`src/emb_defs.svh`:
```
/*
  Constants of the external memory bus interface: register offsets, field
  positions, reset values, configuration codes, pin positions and timing.
  Assumes inclusion by its bare name from the package and the design modules.
*/
`ifndef EMB_DEFS_SVH
`define EMB_DEFS_SVH

// Register offsets on the plain register port
`define EMB_CTRL_OFS      8'h00
`define EMB_STAT_OFS      8'h01

// Control register layout
`define EMB_CTRL_RST      8'h00
`define EMB_CTRL_MASK     8'hB3
`define EMB_RELEASE_BIT   7
`define EMB_WAIT_HI       5
`define EMB_WAIT_LO       4
`define EMB_WM_HI         1
`define EMB_WM_LO         0

// Address width configuration codes
`define EMB_ABW_20        2'h0
`define EMB_ABW_16        2'h1
`define EMB_ABW_12        2'h2
`define EMB_ABW_INT       2'h3

// Write mode codes (bit 1 set means word write)
`define EMB_WM_BYTE_SEL   2'h1
`define EMB_WM_BYTE_WR    2'h0

// Control strobe positions on port J
`define EMB_J_ALE         0
`define EMB_J_OE          1
`define EMB_J_WRL         2
`define EMB_J_WRH         3
`define EMB_J_BA0         4
`define EMB_J_CE          5
`define EMB_J_LB          6
`define EMB_J_UB          7

// Flattened pin vector: D at 7:0, E at 15:8, H at 19:16, J at 27:20
`define EMB_PIN_W         28
`define EMB_E_LSB         8
`define EMB_H_LSB         16
`define EMB_J_LSB         20

// One wait unit is one instruction cycle
`define EMB_CLK_PERIOD_NS 100
`define EMB_TCY_NS        100
`define EMB_TCY_CYCLES    ((`EMB_TCY_NS + `EMB_CLK_PERIOD_NS - 1) / `EMB_CLK_PERIOD_NS)

`endif

```
`src/emb_pkg.sv`:
```
/*
  Types of the external memory bus interface.
  Assumes emb_defs.svh is on the include path.
*/
`default_nettype none
`include "emb_defs.svh"

package emb_pkg;

  // Gray codes along idle, address, hold, data, wait, end
  typedef enum logic [2:0] {
    EMB_IDLE = 3'h0,
    EMB_ADDR = 3'h1,
    EMB_HOLD = 3'h3,
    EMB_DATA = 3'h2,
    EMB_WAIT = 3'h6,
    EMB_END  = 3'h7
  } emb_state_e;

  typedef logic [`EMB_PIN_W-1:0] emb_pins_t;
  typedef logic [1:0]            emb_code_t;

endpackage : emb_pkg

`default_nettype wire

```
`src/emb_pin_if.sv`:
```
/*
  Carrier between the bus controller and its pin multiplexer.
  Assumes the flattened pin layout of emb_defs.svh.
*/
`default_nettype none
`include "emb_defs.svh"

interface emb_pin_if;
  import emb_pkg::*;

  emb_pins_t own;
  emb_pins_t bus_out;
  emb_pins_t bus_oe;

  modport ctl (output own, output bus_out, output bus_oe);
  modport mux (input own, input bus_out, input bus_oe);

endinterface : emb_pin_if

`default_nettype wire

```
`src/emb_pinmux.sv`:
```
/*
  Pin multiplexer: each pin is driven by the bus where the bus owns it and by
  the port logic otherwise, through one register stage.
  Assumes one clock and a synchronous active-high reset.
*/
`default_nettype none
`include "emb_defs.svh"

module emb_pinmux
(
  // Clock and reset
  input  wire logic         clk,
  input  wire logic         rst,
  // Controller side
  emb_pin_if.mux            pins,
  // Port logic side
  input  wire emb_pkg::emb_pins_t port_out,
  input  wire emb_pkg::emb_pins_t port_oe,
  // Pads
  output var  emb_pkg::emb_pins_t pin_out,
  output var  emb_pkg::emb_pins_t pin_oe
);
  import emb_pkg::*;

  genvar i;
  generate
    for (i = 0; i < `EMB_PIN_W; i = i + 1)
    begin : g_pin
      // Bus wins over every other function sharing the pin
      always_ff @(posedge clk)
      begin
        if (rst)
        begin
          pin_out[i] <= 1'b0;
          pin_oe[i]  <= 1'b0;
        end
        else
        begin
          pin_out[i] <= pins.own[i] ? pins.bus_out[i] : port_out[i];
          pin_oe[i]  <= pins.own[i] ? pins.bus_oe[i] : port_oe[i];
        end
      end
    end
  endgenerate

endmodule : emb_pinmux

`default_nettype wire

```
`src/emb_ctrl.sv`:
```
/*
  External memory bus controller: control register, access sequencer,
  strobe generation, line ownership and read capture.
  Assumes configuration straps stable around reset, and requests from the
  core's fetch and table logic on a start pulse.
*/
// The register addresses and the plain strobed port were left to the implementer.
// Functional notes
// - Eight or sixteen data bits, three address widths
// - Shared lines on ports D, E, H
// - Strobes on port J in fixed order
// - Internal-only mode ignores control register writes
// - Release bit clear: bus owns pins always
// - Release bit set: bus takes pins on access
// - Release bit resets to zero
// - Wait field adds zero to three cycles
// - Word write outputs full word, write-high
// - Byte select copies byte, write-high plus select
// - Byte write copies byte, write-high or write-low
// - Write mode ignored with eight-bit data
// - Unused control bits read zero
// - Variant without bus reads control as zero
// - Strap selects data width, set means sixteen
// - Strap selects address width or internal mode
// - Freed high lines stay port I/O
// - Twelve-bit address hides upper data bits
// - Address and data share the same lines
// - Latch strobe marks address, then output enable
// - Idle bus floats lines, strobes at rest
// - Chip enable low during access, high asleep
`default_nettype none
`include "emb_defs.svh"

module emb_ctrl
(
  // Clock and reset
  input  wire logic               REF_CLK,
  input  wire logic               SYS_RST,
  // Configuration straps
  input  wire logic               CFG_BUS_PRESENT,
  input  wire logic               CFG_DATA_WIDE,
  input  wire emb_pkg::emb_code_t CFG_ADDR_WIDTH,
  // Core status
  input  wire logic               CORE_SLEEP,
  input  wire logic               CORE_EXEC_EXT,
  // Register port
  input  wire logic [7:0]         REG_ADDR,
  input  wire logic [7:0]         REG_WDATA,
  input  wire logic               REG_WR,
  input  wire logic               REG_RD,
  output var  logic [7:0]         REG_RDATA,
  // Access requests
  input  wire logic               ACC_START,
  input  wire logic               ACC_WRITE,
  input  wire logic               ACC_FETCH,
  input  wire logic [20:0]        ACC_ADDR,
  input  wire logic [7:0]         ACC_LATCH,
  output var  logic               ACC_BUSY,
  output var  logic               ACC_DONE,
  output var  logic [15:0]        ACC_RDATA,
  // Port logic sharing the pins
  input  wire emb_pkg::emb_pins_t GPIO_OUT,
  input  wire emb_pkg::emb_pins_t GPIO_OE,
  // Pads
  input  wire logic [7:0]         PORT_D_PINS_IN,
  output var  logic [7:0]         PORT_D_PINS_OUT,
  output var  logic [7:0]         PORT_D_PINS_OE,
  input  wire logic [7:0]         PORT_E_PINS_IN,
  output var  logic [7:0]         PORT_E_PINS_OUT,
  output var  logic [7:0]         PORT_E_PINS_OE,
  output var  logic [3:0]         PORT_H_PINS_OUT,
  output var  logic [3:0]         PORT_H_PINS_OE,
  output var  logic [7:0]         PORT_J_PINS_OUT,
  output var  logic [7:0]         PORT_J_PINS_OE
);
  import emb_pkg::*;

  // Port E lines that carry bus signals at a given address width
  function automatic logic [7:0] e_lines(input emb_code_t abw);
    e_lines = (abw == `EMB_ABW_12) ? 8'h0F : 8'hFF;
  endfunction : e_lines

  emb_state_e state;
  emb_code_t  cfg_abw;
  logic       cfg_wide;
  logic       cfg_present;
  logic [7:0] bus_control_reg;
  logic       eff_release;
  logic [3:0] wait_cnt;
  logic       op_write;
  logic       op_skip;
  logic [19:0] op_addr;
  logic       op_ba0;
  logic [15:0] op_data;
  logic       op_wrl;
  logic       op_wrh;
  logic       op_lb;
  logic       op_ub;
  logic [7:0] held_lo;
  logic       ext_mode;
  logic       bus_ok;
  logic       acc_take;
  logic       word_even;
  logic       engaged;
  logic [1:0] wide_write_mode;
  logic [3:0] next_waits;
  logic       addr_phase;
  logic       data_phase;
  logic [7:0] e_mask;
  emb_pins_t  own_mask;
  emb_pins_t  pin_out;
  emb_pins_t  pin_oe;

  emb_pin_if pins ();

  // Straps are caught while reset is held; software cannot change them
  always_ff @(posedge REF_CLK)
  begin
    if (SYS_RST)
    begin
      cfg_abw     <= CFG_ADDR_WIDTH;
      cfg_wide    <= CFG_DATA_WIDE;
      cfg_present <= CFG_BUS_PRESENT;
    end
  end

  assign ext_mode        = cfg_present && (cfg_abw != `EMB_ABW_INT);
  assign wide_write_mode = bus_control_reg[`EMB_WM_HI:`EMB_WM_LO];
  assign bus_ok          = ext_mode && !CORE_SLEEP;
  assign acc_take        = (state == EMB_IDLE) && ACC_START;
  assign word_even       = ACC_WRITE && cfg_wide && wide_write_mode[1] && !ACC_ADDR[0];
  assign e_mask          = e_lines(cfg_abw);
  assign next_waits      = ACC_FETCH ? 4'h0 :
                           4'((2'h3 - bus_control_reg[`EMB_WAIT_HI:`EMB_WAIT_LO])
                              * `EMB_TCY_CYCLES);

  // Control register; writes dropped in internal mode or without the bus
  always_ff @(posedge REF_CLK)
  begin
    if (SYS_RST)
      bus_control_reg <= `EMB_CTRL_RST;
    else if (REG_WR && (REG_ADDR == `EMB_CTRL_OFS) && ext_mode)
      bus_control_reg <= REG_WDATA & `EMB_CTRL_MASK;
  end

  // Setting the release bit from external code waits for internal execution
  always_ff @(posedge REF_CLK)
  begin
    if (SYS_RST)
      eff_release <= 1'b0;
    else if (!CORE_EXEC_EXT)
      eff_release <= bus_control_reg[`EMB_RELEASE_BIT];
  end

  // Register reads answer one cycle later and read zero otherwise
  always_ff @(posedge REF_CLK)
  begin
    if (SYS_RST)
      REG_RDATA <= 8'h00;
    else if (REG_RD && (REG_ADDR == `EMB_CTRL_OFS))
      REG_RDATA <= cfg_present ? bus_control_reg : 8'h00;
    else if (REG_RD && (REG_ADDR == `EMB_STAT_OFS))
      REG_RDATA <= {5'h00, eff_release, engaged, ACC_BUSY};
    else
      REG_RDATA <= 8'h00;
  end

  // Access sequencer
  always_ff @(posedge REF_CLK)
  begin
    if (SYS_RST)
      state <= EMB_IDLE;
    else
    begin
      unique case (state)
        EMB_IDLE:
          if (acc_take)
            state <= (!bus_ok || word_even) ? EMB_END : EMB_ADDR;
        EMB_ADDR:
          state <= EMB_HOLD;
        EMB_HOLD:
          state <= EMB_DATA;
        EMB_DATA:
          state <= (wait_cnt == 4'h0) ? EMB_END : EMB_WAIT;
        EMB_WAIT:
          if (wait_cnt == 4'h1)
            state <= EMB_END;
        EMB_END:
          state <= EMB_IDLE;
        default:
          state <= EMB_IDLE;
      endcase
    end
  end

  always_ff @(posedge REF_CLK)
  begin
    if (SYS_RST)
      wait_cnt <= 4'h0;
    else if (acc_take)
      wait_cnt <= next_waits;
    else if (state == EMB_WAIT)
      wait_cnt <= wait_cnt - 4'h1;
  end

  // Operation capture: address, data image and strobes per write mode
  always_ff @(posedge REF_CLK)
  begin
    if (SYS_RST)
    begin
      op_write <= 1'b0;
      op_skip  <= 1'b0;
      op_addr  <= 20'h00000;
      op_ba0   <= 1'b0;
      op_data  <= 16'h0000;
      op_wrl   <= 1'b0;
      op_wrh   <= 1'b0;
      op_lb    <= 1'b0;
      op_ub    <= 1'b0;
    end
    else if (acc_take)
    begin
      op_write <= ACC_WRITE;
      op_skip  <= !bus_ok || word_even;
      op_addr  <= cfg_wide ? ACC_ADDR[20:1] : ACC_ADDR[19:0];
      op_ba0   <= ACC_ADDR[0];
      op_data  <= {ACC_LATCH, ACC_LATCH};
      op_wrl   <= 1'b0;
      op_wrh   <= 1'b0;
      op_lb    <= !ACC_WRITE;
      op_ub    <= !ACC_WRITE;
      if (ACC_WRITE && !cfg_wide)
        op_wrl <= 1'b1;
      else if (ACC_WRITE && wide_write_mode[1])
      begin
        op_data <= {ACC_LATCH, held_lo};
        op_wrh  <= 1'b1;
        op_lb   <= 1'b1;
        op_ub   <= 1'b1;
      end
      else if (ACC_WRITE && (wide_write_mode == `EMB_WM_BYTE_SEL))
      begin
        op_wrh <= 1'b1;
        op_ub  <= ACC_ADDR[0];
        op_lb  <= !ACC_ADDR[0];
      end
      else if (ACC_WRITE)
      begin
        op_wrh <= ACC_ADDR[0];
        op_wrl <= !ACC_ADDR[0];
      end
    end
  end

  // Low byte of a word write waits here for its high byte
  always_ff @(posedge REF_CLK)
  begin
    if (SYS_RST)
      held_lo <= 8'h00;
    else if (acc_take && word_even)
      held_lo <= ACC_LATCH;
  end

  // Memory drives the lines only under output enable, so capture at end
  always_ff @(posedge REF_CLK)
  begin
    if (SYS_RST)
      ACC_RDATA <= 16'h0000;
    else if (state == EMB_END)
    begin
      if (op_write || op_skip)
        ACC_RDATA <= 16'h0000;
      else if (cfg_wide)
        ACC_RDATA <= {PORT_E_PINS_IN & e_mask, PORT_D_PINS_IN};
      else
        ACC_RDATA <= {8'h00, PORT_D_PINS_IN};
    end
  end

  always_ff @(posedge REF_CLK)
  begin
    if (SYS_RST)
    begin
      ACC_DONE <= 1'b0;
      ACC_BUSY <= 1'b0;
    end
    else
    begin
      ACC_DONE <= (state == EMB_END);
      if (acc_take)
        ACC_BUSY <= 1'b1;
      else if (state == EMB_END)
        ACC_BUSY <= 1'b0;
    end
  end

  // Line ownership; freed high lines never follow the release bit
  assign engaged = ext_mode &&
                   (!eff_release || (state != EMB_IDLE) || CORE_EXEC_EXT);
  assign own_mask = {8'hFF, {4{cfg_abw == `EMB_ABW_20}}, e_mask, 8'hFF};
  assign pins.own = engaged ? own_mask : '0;

  assign addr_phase = (state == EMB_ADDR) || (state == EMB_HOLD);
  assign data_phase = (state == EMB_DATA) || (state == EMB_WAIT);

  // Address then data on the same lines; idle lines float, strobes rest
  always_comb
  begin
    pins.bus_out = '0;
    pins.bus_oe  = '0;
    if (addr_phase)
    begin
      pins.bus_out[15:0] = op_addr[15:0];
      pins.bus_oe[15:0]  = 16'hFFFF;
    end
    else if (data_phase)
    begin
      pins.bus_out[15:0] = cfg_wide ? op_data : {op_addr[15:8], op_data[7:0]};
      pins.bus_oe[7:0]   = {8{op_write}};
      pins.bus_oe[15:8]  = cfg_wide ? {8{op_write}} : 8'hFF;
    end
    if (addr_phase || data_phase)
    begin
      pins.bus_out[19:16] = op_addr[19:16];
      pins.bus_oe[19:16]  = 4'hF;
    end
    pins.bus_oe[27:20] = 8'hFF;
    pins.bus_out[`EMB_J_LSB + `EMB_J_ALE] = (state == EMB_ADDR);
    pins.bus_out[`EMB_J_LSB + `EMB_J_OE]  = !(data_phase && !op_write);
    pins.bus_out[`EMB_J_LSB + `EMB_J_WRL] = !(data_phase && op_wrl);
    pins.bus_out[`EMB_J_LSB + `EMB_J_WRH] = !(data_phase && op_wrh);
    pins.bus_out[`EMB_J_LSB + `EMB_J_BA0] = (addr_phase || data_phase) && op_ba0;
    pins.bus_out[`EMB_J_LSB + `EMB_J_CE]  =
      !((addr_phase || data_phase) && !CORE_SLEEP);
    pins.bus_out[`EMB_J_LSB + `EMB_J_LB]  = !(data_phase && op_lb);
    pins.bus_out[`EMB_J_LSB + `EMB_J_UB]  = !(data_phase && op_ub);
  end

  emb_pinmux u_pinmux
  (
    .clk      (REF_CLK),
    .rst      (SYS_RST),
    .pins     (pins.mux),
    .port_out (GPIO_OUT),
    .port_oe  (GPIO_OE),
    .pin_out  (pin_out),
    .pin_oe   (pin_oe)
  );

  assign PORT_D_PINS_OUT = pin_out[7:0];
  assign PORT_D_PINS_OE  = pin_oe[7:0];
  assign PORT_E_PINS_OUT = pin_out[15:8];
  assign PORT_E_PINS_OE  = pin_oe[15:8];
  assign PORT_H_PINS_OUT = pin_out[19:16];
  assign PORT_H_PINS_OE  = pin_oe[19:16];
  assign PORT_J_PINS_OUT = pin_out[27:20];
  assign PORT_J_PINS_OE  = pin_oe[27:20];

endmodule : emb_ctrl

`default_nettype wire

```
`config.mk`:
```
export PLATFORM = sky130hd
export DESIGN_NAME = emb_ctrl
export DESIGN_NICKNAME = d
export VERILOG_FILES = /design/src/emb_pkg.sv /design/src/emb_pin_if.sv /design/src/emb_pinmux.sv /design/src/emb_ctrl.sv
export VERILOG_INCLUDE_DIRS = /design/src
export SDC_FILE = /design/constraint.sdc
export NUM_CORES = 1
export LEC_CHECK = 0
export BUFFER_PORTS_ARGS = -buffer_cell sky130_fd_sc_hd__buf_2
export CORE_ASPECT_RATIO = 1.75
export CORE_UTILIZATION = 53
export CTS_BUF_LIST = sky130_fd_sc_hd__clkbuf_16
export CTS_CLUSTER_SIZE = 25
export DETAILED_ROUTE_END_ITERATION = 6
export PLACE_DENSITY = 0.81
export SLEW_MARGIN = 20
export SYNTH_ARGS = -nofsm -noshare
export SYNTH_HDL_FRONTEND = slang
export SYNTH_SLANG_ARGS = --single-unit
```
`constraint.sdc`:
```
create_clock -name REF_CLK -period 4.6 [get_ports REF_CLK]
set_input_delay 0.69 -clock REF_CLK [delete_from_list [all_inputs] [get_ports REF_CLK]]
set_output_delay 0.69 -clock REF_CLK [all_outputs]
set_load 0.02 [all_outputs]
```
==> results of run 1 <==
[cells by family after synthesis]
| kind of cell | count (synthesis) | synth area share [%] |
|---|---|---|
| fa+ha+maj | 2 | 0.444 |
| other cells | 1 | 0.0665 |
| mux | 42 | 7.45 |
| buf+inv | 47 | 3.44 |
| flops | 148 | 53.2 |
| compound gates | 139 | 17.8 |
| simple gates | 198 | 17.1 |
| xor+xnor | 3 | 0.466 |
[metal layers]
metal,vias to the layer above,global-route usage [%]
met5,-,0
met4,0,14.3
met3,38,6.40
met2,202,52.5
met1,2397,29.3
li1,2457,-
[cell type report]
class | instances | share of cell area, %
clock buffer | 17 | 5.79
clock inverter | 15 | 2.91
sequential | 148 | 40.9
tap | 127 | 2.16
multi-input combinational | 386 | 33.5
timing repair buffer | 211 | 14.6
inverter | 4 | 0.204
[worst register-to-register path: stages (launching register included)]
cell	delay (ns)
edfxtp_1	0.32
buf_4	0.40
nand3_1	0.59
o211a_1	0.47
or4b_1	0.47
a21oi_1	0.16
[how the worst max path moves through the flow]
stage / from / to
CTS: cfg_wide / state[2]
floorplan: ACC_START / held_lo[0]
finish: cfg_wide / state[2]
global route: cfg_wide / held_lo[3]
detailed placement: ACC_START / held_lo[4]
global placement: ACC_START / held_lo[1]
[layout by cell type, fill, tap and decap left out, types with 4 or more instances in the layout]
| cell type | instances |
|---|---|
| nand2_1 | 27 |
| buf_2 | 205 |
| a21o_1 | 21 |
| a22o_1 | 11 |
| and4b_1 | 4 |
| a221oi_1 | 17 |
| inv_1 | 6 |
| a311oi_1 | 5 |
| nor2b_1 | 7 |
| clkinv_4 | 4 |
| edfxtp_1 | 4 |
| dfxtp_1 | 144 |
| nor3_1 | 26 |
| buf_4 | 6 |
| nor2_1 | 94 |
| bufinv_16 | 5 |
| a21oi_1 | 27 |
| a211oi_1 | 30 |
| nand3_1 | 8 |
| a22oi_1 | 5 |
| mux2i_1 | 42 |
| o21ai_0 | 10 |
| clkbuf_16 | 17 |
| nand2b_1 | 9 |
[power breakdown]
part	internal, mW	total [mW]	leakage [nW]	switching (mW)
clock network	0.958	1.48	0.323	0.526
registers	1.40	1.47	1.22	0.0730
logic	0.202	0.535	1.98	0.333
total	2.56	3.49	3.52	0.931
==> results.md, run 1 <==
* Run status: finished, final reports clean
* Vias in the first global route at 5178
* Total gr overflow at 0
* Synth top cells by count: 144 x dfxtp_1, 94 x nor2_1, 42 x mux2i_1
* CTS Buf Count at 17
* Final Net Count at 900
* Maximum clock insertion buffer count at 2
* CP Class: reg -> reg
* Met3 routed WL at 791 µm
* Layout cells sized above 1 at 31.9%
* Seq. cell area at 3000 µm²
* EDFF count, synth at 4
* CP Data Arrival Time at 2.82 ns
* Max Slew Vio Count at 0
* Crit-path max FO at 30
* CP Cell Sequence: buf_4, nand3_1, o211a_1, or4b_1, a21oi_1
* Rel. slew slack at 29.7%
* Max-cap check violation count at 0
* Post-synth top area share at 51.1%
* Critical register-to-register path endpoint: state[2]
* Final core occ at 71.4%
* Clk sink count at 148
* IO buf count at 206
* Routed Antenna Nets at 0
* # resized after CTS at 0
* Area of the core at 10300 µm²
* Hold_buf cts at 0
* Worst-Margin Slew at 1.05 ns
* Count leader, synth: dfxtp_1
* Fin crit share at 54.0%
* Hold Slack at 0.454 ns
* Layout area overhead at 30.3%
* Pre-CTS setup slack at 1.97 ns
* Crit path max-delay family: simple AND/OR/NAND/NOR gates
* Met1 wire length at 5450 µm
* Hold path depth at 1
* WL final at 15200 µm
* Root buf cell: clkbuf_16
* Syn avg cell area at 9.72 µm²
* Height of the die at 138 µm
* Setup_tns at 0 ns
* Fmax at 0.403 GHz
* Hold endpoint: cfg_abw[0]
* Most used DFF post-synth: dfxtp_1
* Core Rows at 49
* Die Wd at 80.0 µm
* Synth area leader: dfxtp_1
* Critical path buffer and inverter count at 1
* DP Cell Count at 876
* Worst setup EP type: flip-flop
* Startpoint Class: flip-flop
* Clock Latency Late Sink at 0.41 ns
* Htree depth at 4
* Peak VDD IR at 0.330 mV
* Die area at 11100 µm²
* Fill count at 781
* Initial core utilization at 54.8%
* Top post-synthesis cells by area: dfxtp_1 51%, mux2i_1 7.5%, nor2_1 6.3%, a211oi_1 4.0%, a21o_1 2.8%
* Setup-failing EPs final at 0
* Top layer reached by signal wires: met4
* Non-Filler Instances at 908
* Routability congestion estimate at 0.857
* Multi-input combinational cell area at 2460 µm²
* LEAKAGE at 3.52 nW
* HP Class: in -> reg
* Reg-to-reg critical path startpoint: cfg_wide
* N_diodes at 0
* Cells after Synth at 580
* IO Count at 212
* Post-CTS setup buffers at 0
* Hpwl dp at 10700 µm
* Via count at 5094
* Post-layout instance area at 7350 µm²
* Detailed Route Iter0 Violations at 378
* Synth async-reset ratio at 0%
* Drt pass-1 iters at 5
* Sequential fraction of the synthesis area at 53.2%
* Final setup margin at 2.12 ns
* Critical path depth at 5
* DP Area at 6710 µm²
* Vias per cell at 5.61
* Largest net degree at the start of global routing at 79
* Final Critical Period at 2.48 ns
* FF+latch count, synth at 148
* Final Hold Vio Count at 0
* Setup Skew at 0.00823 ns
* Tot GR Track Use at 28.6%
* Top flop regs: u_pinmux.pin_oe (28), u_pinmux.pin_out (28), op_addr (20)
* Slowest cell on crit path: nand3_1
* Power Dens Cells at 475 nW/µm²
* First-pass GRT wire length at 24400 µm
* R2r setup slk at 2.12 ns
* DRC at 0
* Synth Cell Area at 5640 µm²
* Slowest cell delay on critical path at 0.58 ns
* CTS tree: yes
* Initial antenna violation count at 0
* CP Data Required Time at 4.94 ns
* Routed WL per cell at 16.8 µm
* Reg clk slew, reported paths at 0.06 ns
* Power Total at 3.49 mW
* WL met2 at 8540 µm
* Worst Min Path Start: CFG_ADDR_WIDTH[0]
* Worst R2R Path Depth at 5
* Post-synth cell types at 54
* Ys Warns at 0
* RSZ-0062 raised after global routing: false
Power figures use the tool's default switching activity.
==> run 2: changes to the inputs <==
--- a/config.mk
+++ b/config.mk
@@ -6,13 +6,14 @@
 export SDC_FILE = /design/constraint.sdc
 export NUM_CORES = 1
 export LEC_CHECK = 0
+export ABC_AREA = 1
 export BUFFER_PORTS_ARGS = -buffer_cell sky130_fd_sc_hd__buf_2
 export CORE_ASPECT_RATIO = 1.75
-export CORE_UTILIZATION = 53
+export CORE_UTILIZATION = 50
 export CTS_BUF_LIST = sky130_fd_sc_hd__clkbuf_16
 export CTS_CLUSTER_SIZE = 25
 export DETAILED_ROUTE_END_ITERATION = 6
-export PLACE_DENSITY = 0.81
+export PLACE_DENSITY = 0.76
 export SLEW_MARGIN = 20
 export SYNTH_ARGS = -nofsm -noshare
 export SYNTH_HDL_FRONTEND = slang
==> constraint.sdc (replaced) <==
create_clock -name REF_CLK -period 2.35 [get_ports REF_CLK]
set_input_delay 0.3525 -clock REF_CLK [delete_from_list [all_inputs] [get_ports REF_CLK]]
set_output_delay 0.3525 -clock REF_CLK [all_outputs]
set_load 0.02 [all_outputs]
==> run 2 against run 1 <==
Compared with the run above:
- sequential cell count unchanged
- worst setup slack worse by 1.5 ns
- synthesized area rose by 8.7%
- synthesized cell count rose by 37%
- critical path type unchanged
- critical endpoint is now op_data[15]
==> results.md, run 2 <==
* Clock Latency Late Sink at 0.42 ns
* Fmax at 0.578 GHz
* First-pass GRT wire length at 25100 µm
* Critical register-to-register path endpoint: op_data[15]
* Tot GR Track Use at 24.9%
* Power Dens Cells at 1000 nW/µm²
* CP Data Required Time at 2.64 ns
* WL final at 15500 µm
* Layout cells sized above 1 at 29.2%
* Synth async-reset ratio at 0%
* Height of the die at 149 µm
* Area of the core at 12000 µm²
* Initial antenna violation count at 0
* IO Count at 212
* HP Class: in -> reg
* Largest net degree at the start of global routing at 49
* # resized after CTS at 0
* EDFF count, synth at 4
* Top post-synthesis cells by area: dfxtp_1 47%, nand2_1 13%, o21ai_0 5.2%, nor2_1 4.4%, inv_1 4.1%
* Reg clk slew, reported paths at 0.06 ns
* Post-CTS setup buffers at 0
* Ys Warns at 0
* Die Wd at 85.7 µm
* Clk sink count at 148
* Top flop regs: u_pinmux.pin_oe (28), u_pinmux.pin_out (28), op_addr (20)
* Critical path depth at 8
* CP Class: reg -> reg
* Core Rows at 53
* Syn avg cell area at 7.73 µm²
* Vias in the first global route at 5565
* Hpwl dp at 11000 µm
* Setup_tns at 0 ns
* RSZ-0062 raised after global routing: false
* Peak VDD IR at 0.577 mV
* Cells after Synth at 793
* CP Data Arrival Time at 2.02 ns
* IO buf count at 206
* Hold endpoint: cfg_present
* Routed Antenna Nets at 0
* Critical path buffer and inverter count at 2
* Root buf cell: clkbuf_16
* Count leader, synth: nand2_1
* Worst-Margin Slew at 0.641 ns
* Setup Skew at 0.00864 ns
* Final Hold Vio Count at 0
* Startpoint Class: flip-flop
* Die area at 12700 µm²
* Detailed Route Iter0 Violations at 188
* Fin crit share at 73.7%
* Hold_buf cts at 0
* Worst setup EP type: flip-flop
* Total gr overflow at 0
* Max Slew Vio Count at 0
* Post-layout instance area at 7870 µm²
* Slowest cell on crit path: nand2_4
* FF+latch count, synth at 148
* Most common cell after layout, fill and taps aside: nand2_1
* Power Total at 7.87 mW
* Hold Slack at 0.106 ns
* Final Critical Period at 1.73 ns
* Rel. slew slack at 57.1%
* DP Area at 7210 µm²
* Synth Cell Area at 6130 µm²
* Crit-path max FO at 31
* CTS tree: yes
* Synth top cells by count: 220 x nand2_1, 144 x dfxtp_1, 72 x nor2_1
* Routed WL per cell at 13.3 µm
* CTS Buf Count at 17
* Maximum clock insertion buffer count at 2
* Drt pass-1 iters at 4
* CP Cell Sequence: nor2_4, nand2_4, inv_4, nand2_8, nand2_4, inv_2, nand2_1, o21ai_0
* Htree depth at 4
* Final Net Count at 1120
* Initial core utilization at 51.1%
* Layout area overhead at 28.3%
* Routability congestion estimate at 0.815
* Vias per cell at 4.95
* R2r setup slk at 0.62 ns
* Slowest cell delay on critical path at 0.38 ns
* Final core occ at 65.6%
* Sequential fraction of the synthesis area at 49.0%
* Most frequent cells in the layout: 220 x nand2_1, 206 x buf_2, 144 x dfxtp_1
* Worst Min Path Start: CFG_BUS_PRESENT
* LEAKAGE at 3.85 nW
* Run status: finished, final reports clean
* Post-synth top area share at 47.0%
* Reg-to-reg critical path startpoint: state[2]
* Crit path max-delay family: simple AND/OR/NAND/NOR gates
* Synth area leader: dfxtp_1
* Cell repeated most along the worst path: nand2_4
* Setup-failing EPs final at 0
* Most used DFF post-synth: dfxtp_1
* Hold path depth at 1
* Post-synth cell types at 35
* DRC at 0
* Via count at 5771
* Max-cap check violation count at 0
* Worst R2R Path Depth at 8
* N_diodes at 0
==> run 2: cell types whose count changed in the layout (fill, tap and decap cells not counted), moves of 18 or more <==
cell	previous run	this run
a211oi_1	30	0
a21o_1	21	0
a21oi_1	27	48
inv_1	6	68
mux2i_1	42	1
nand2_1	27	220
nand3_1	8	41
nor2_1	94	72
nor3_1	26	6
o21ai_0	10	64
o22ai_2	0	18
==> run 2: kinds of logic (layout without fill, tap and decap cells) <==
family,after synthesis,in the layout,share of synthesized area [%]
and+or+nand+nor,364,364,25.9
AOI/OAI and AO/OA,162,162,15.8
DFF,148,148,49.0
buffers and inverters,115,322,8.73
adders and majority gates,2,2,0.408
other,1,2,0.0612
muxes,1,1,0.163
==> run 2: layout make-up <==
| class | instances | area [µm²] |
|---|---|---|
| Clock buffer | 17 | 425 |
| Clock inverter | 15 | 229 |
| Fill cell | 1054 | 4130 |
| Inverter | 76 | 292 |
| Multi-Input combinational cell | 531 | 2600 |
| Sequential cell | 148 | 3000 |
| Tap cell | 165 | 206 |
| Timing Repair Buffer | 214 | 1120 |
==> run 2: per-stage QoR <==
step,cells,setup slack [ns]
finish,1166,0.619
global route,1166,0.489
CTS,1166,0.608
detailed placement,1134,0.616
global placement,1134,0.657
floorplan,794,1.09
==> run 2: power breakdown <==
group | internal (mW) | leakage [nW] | switching (mW)
combinational | 0.602 | 2.32 | 1.27
sequential | 2.87 | 1.22 | 0.149
clock | 1.90 | 0.312 | 1.08
total | 5.36 | 3.85 | 2.50
==> run 2: per-layer routing <==
| layer | global-route usage [%] | wire length (µm) |
|---|---|---|
| met1 | 26.3 | 6050 |
| met2 | 46.6 | 8200 |
| met3 | 5.66 | 904 |
| met4 | 10.5 | 310 |
| met5 | 0 | 0 |
==> run 2: worst max path at each step <==
stage | startpoint | endpoint | slack, ns
global route | cfg_abw[1] | u_pinmux.pin_out[27] | 0.49
finish | state[2] | op_data[15] | 0.62
CTS | state[2] | op_data[15] | 0.61
floorplan | cfg_abw[1] | u_pinmux.pin_out[12] | 1.09
detailed placement | state[2] | op_data[15] | 0.62
global placement | state[2] | op_wrh | 0.66
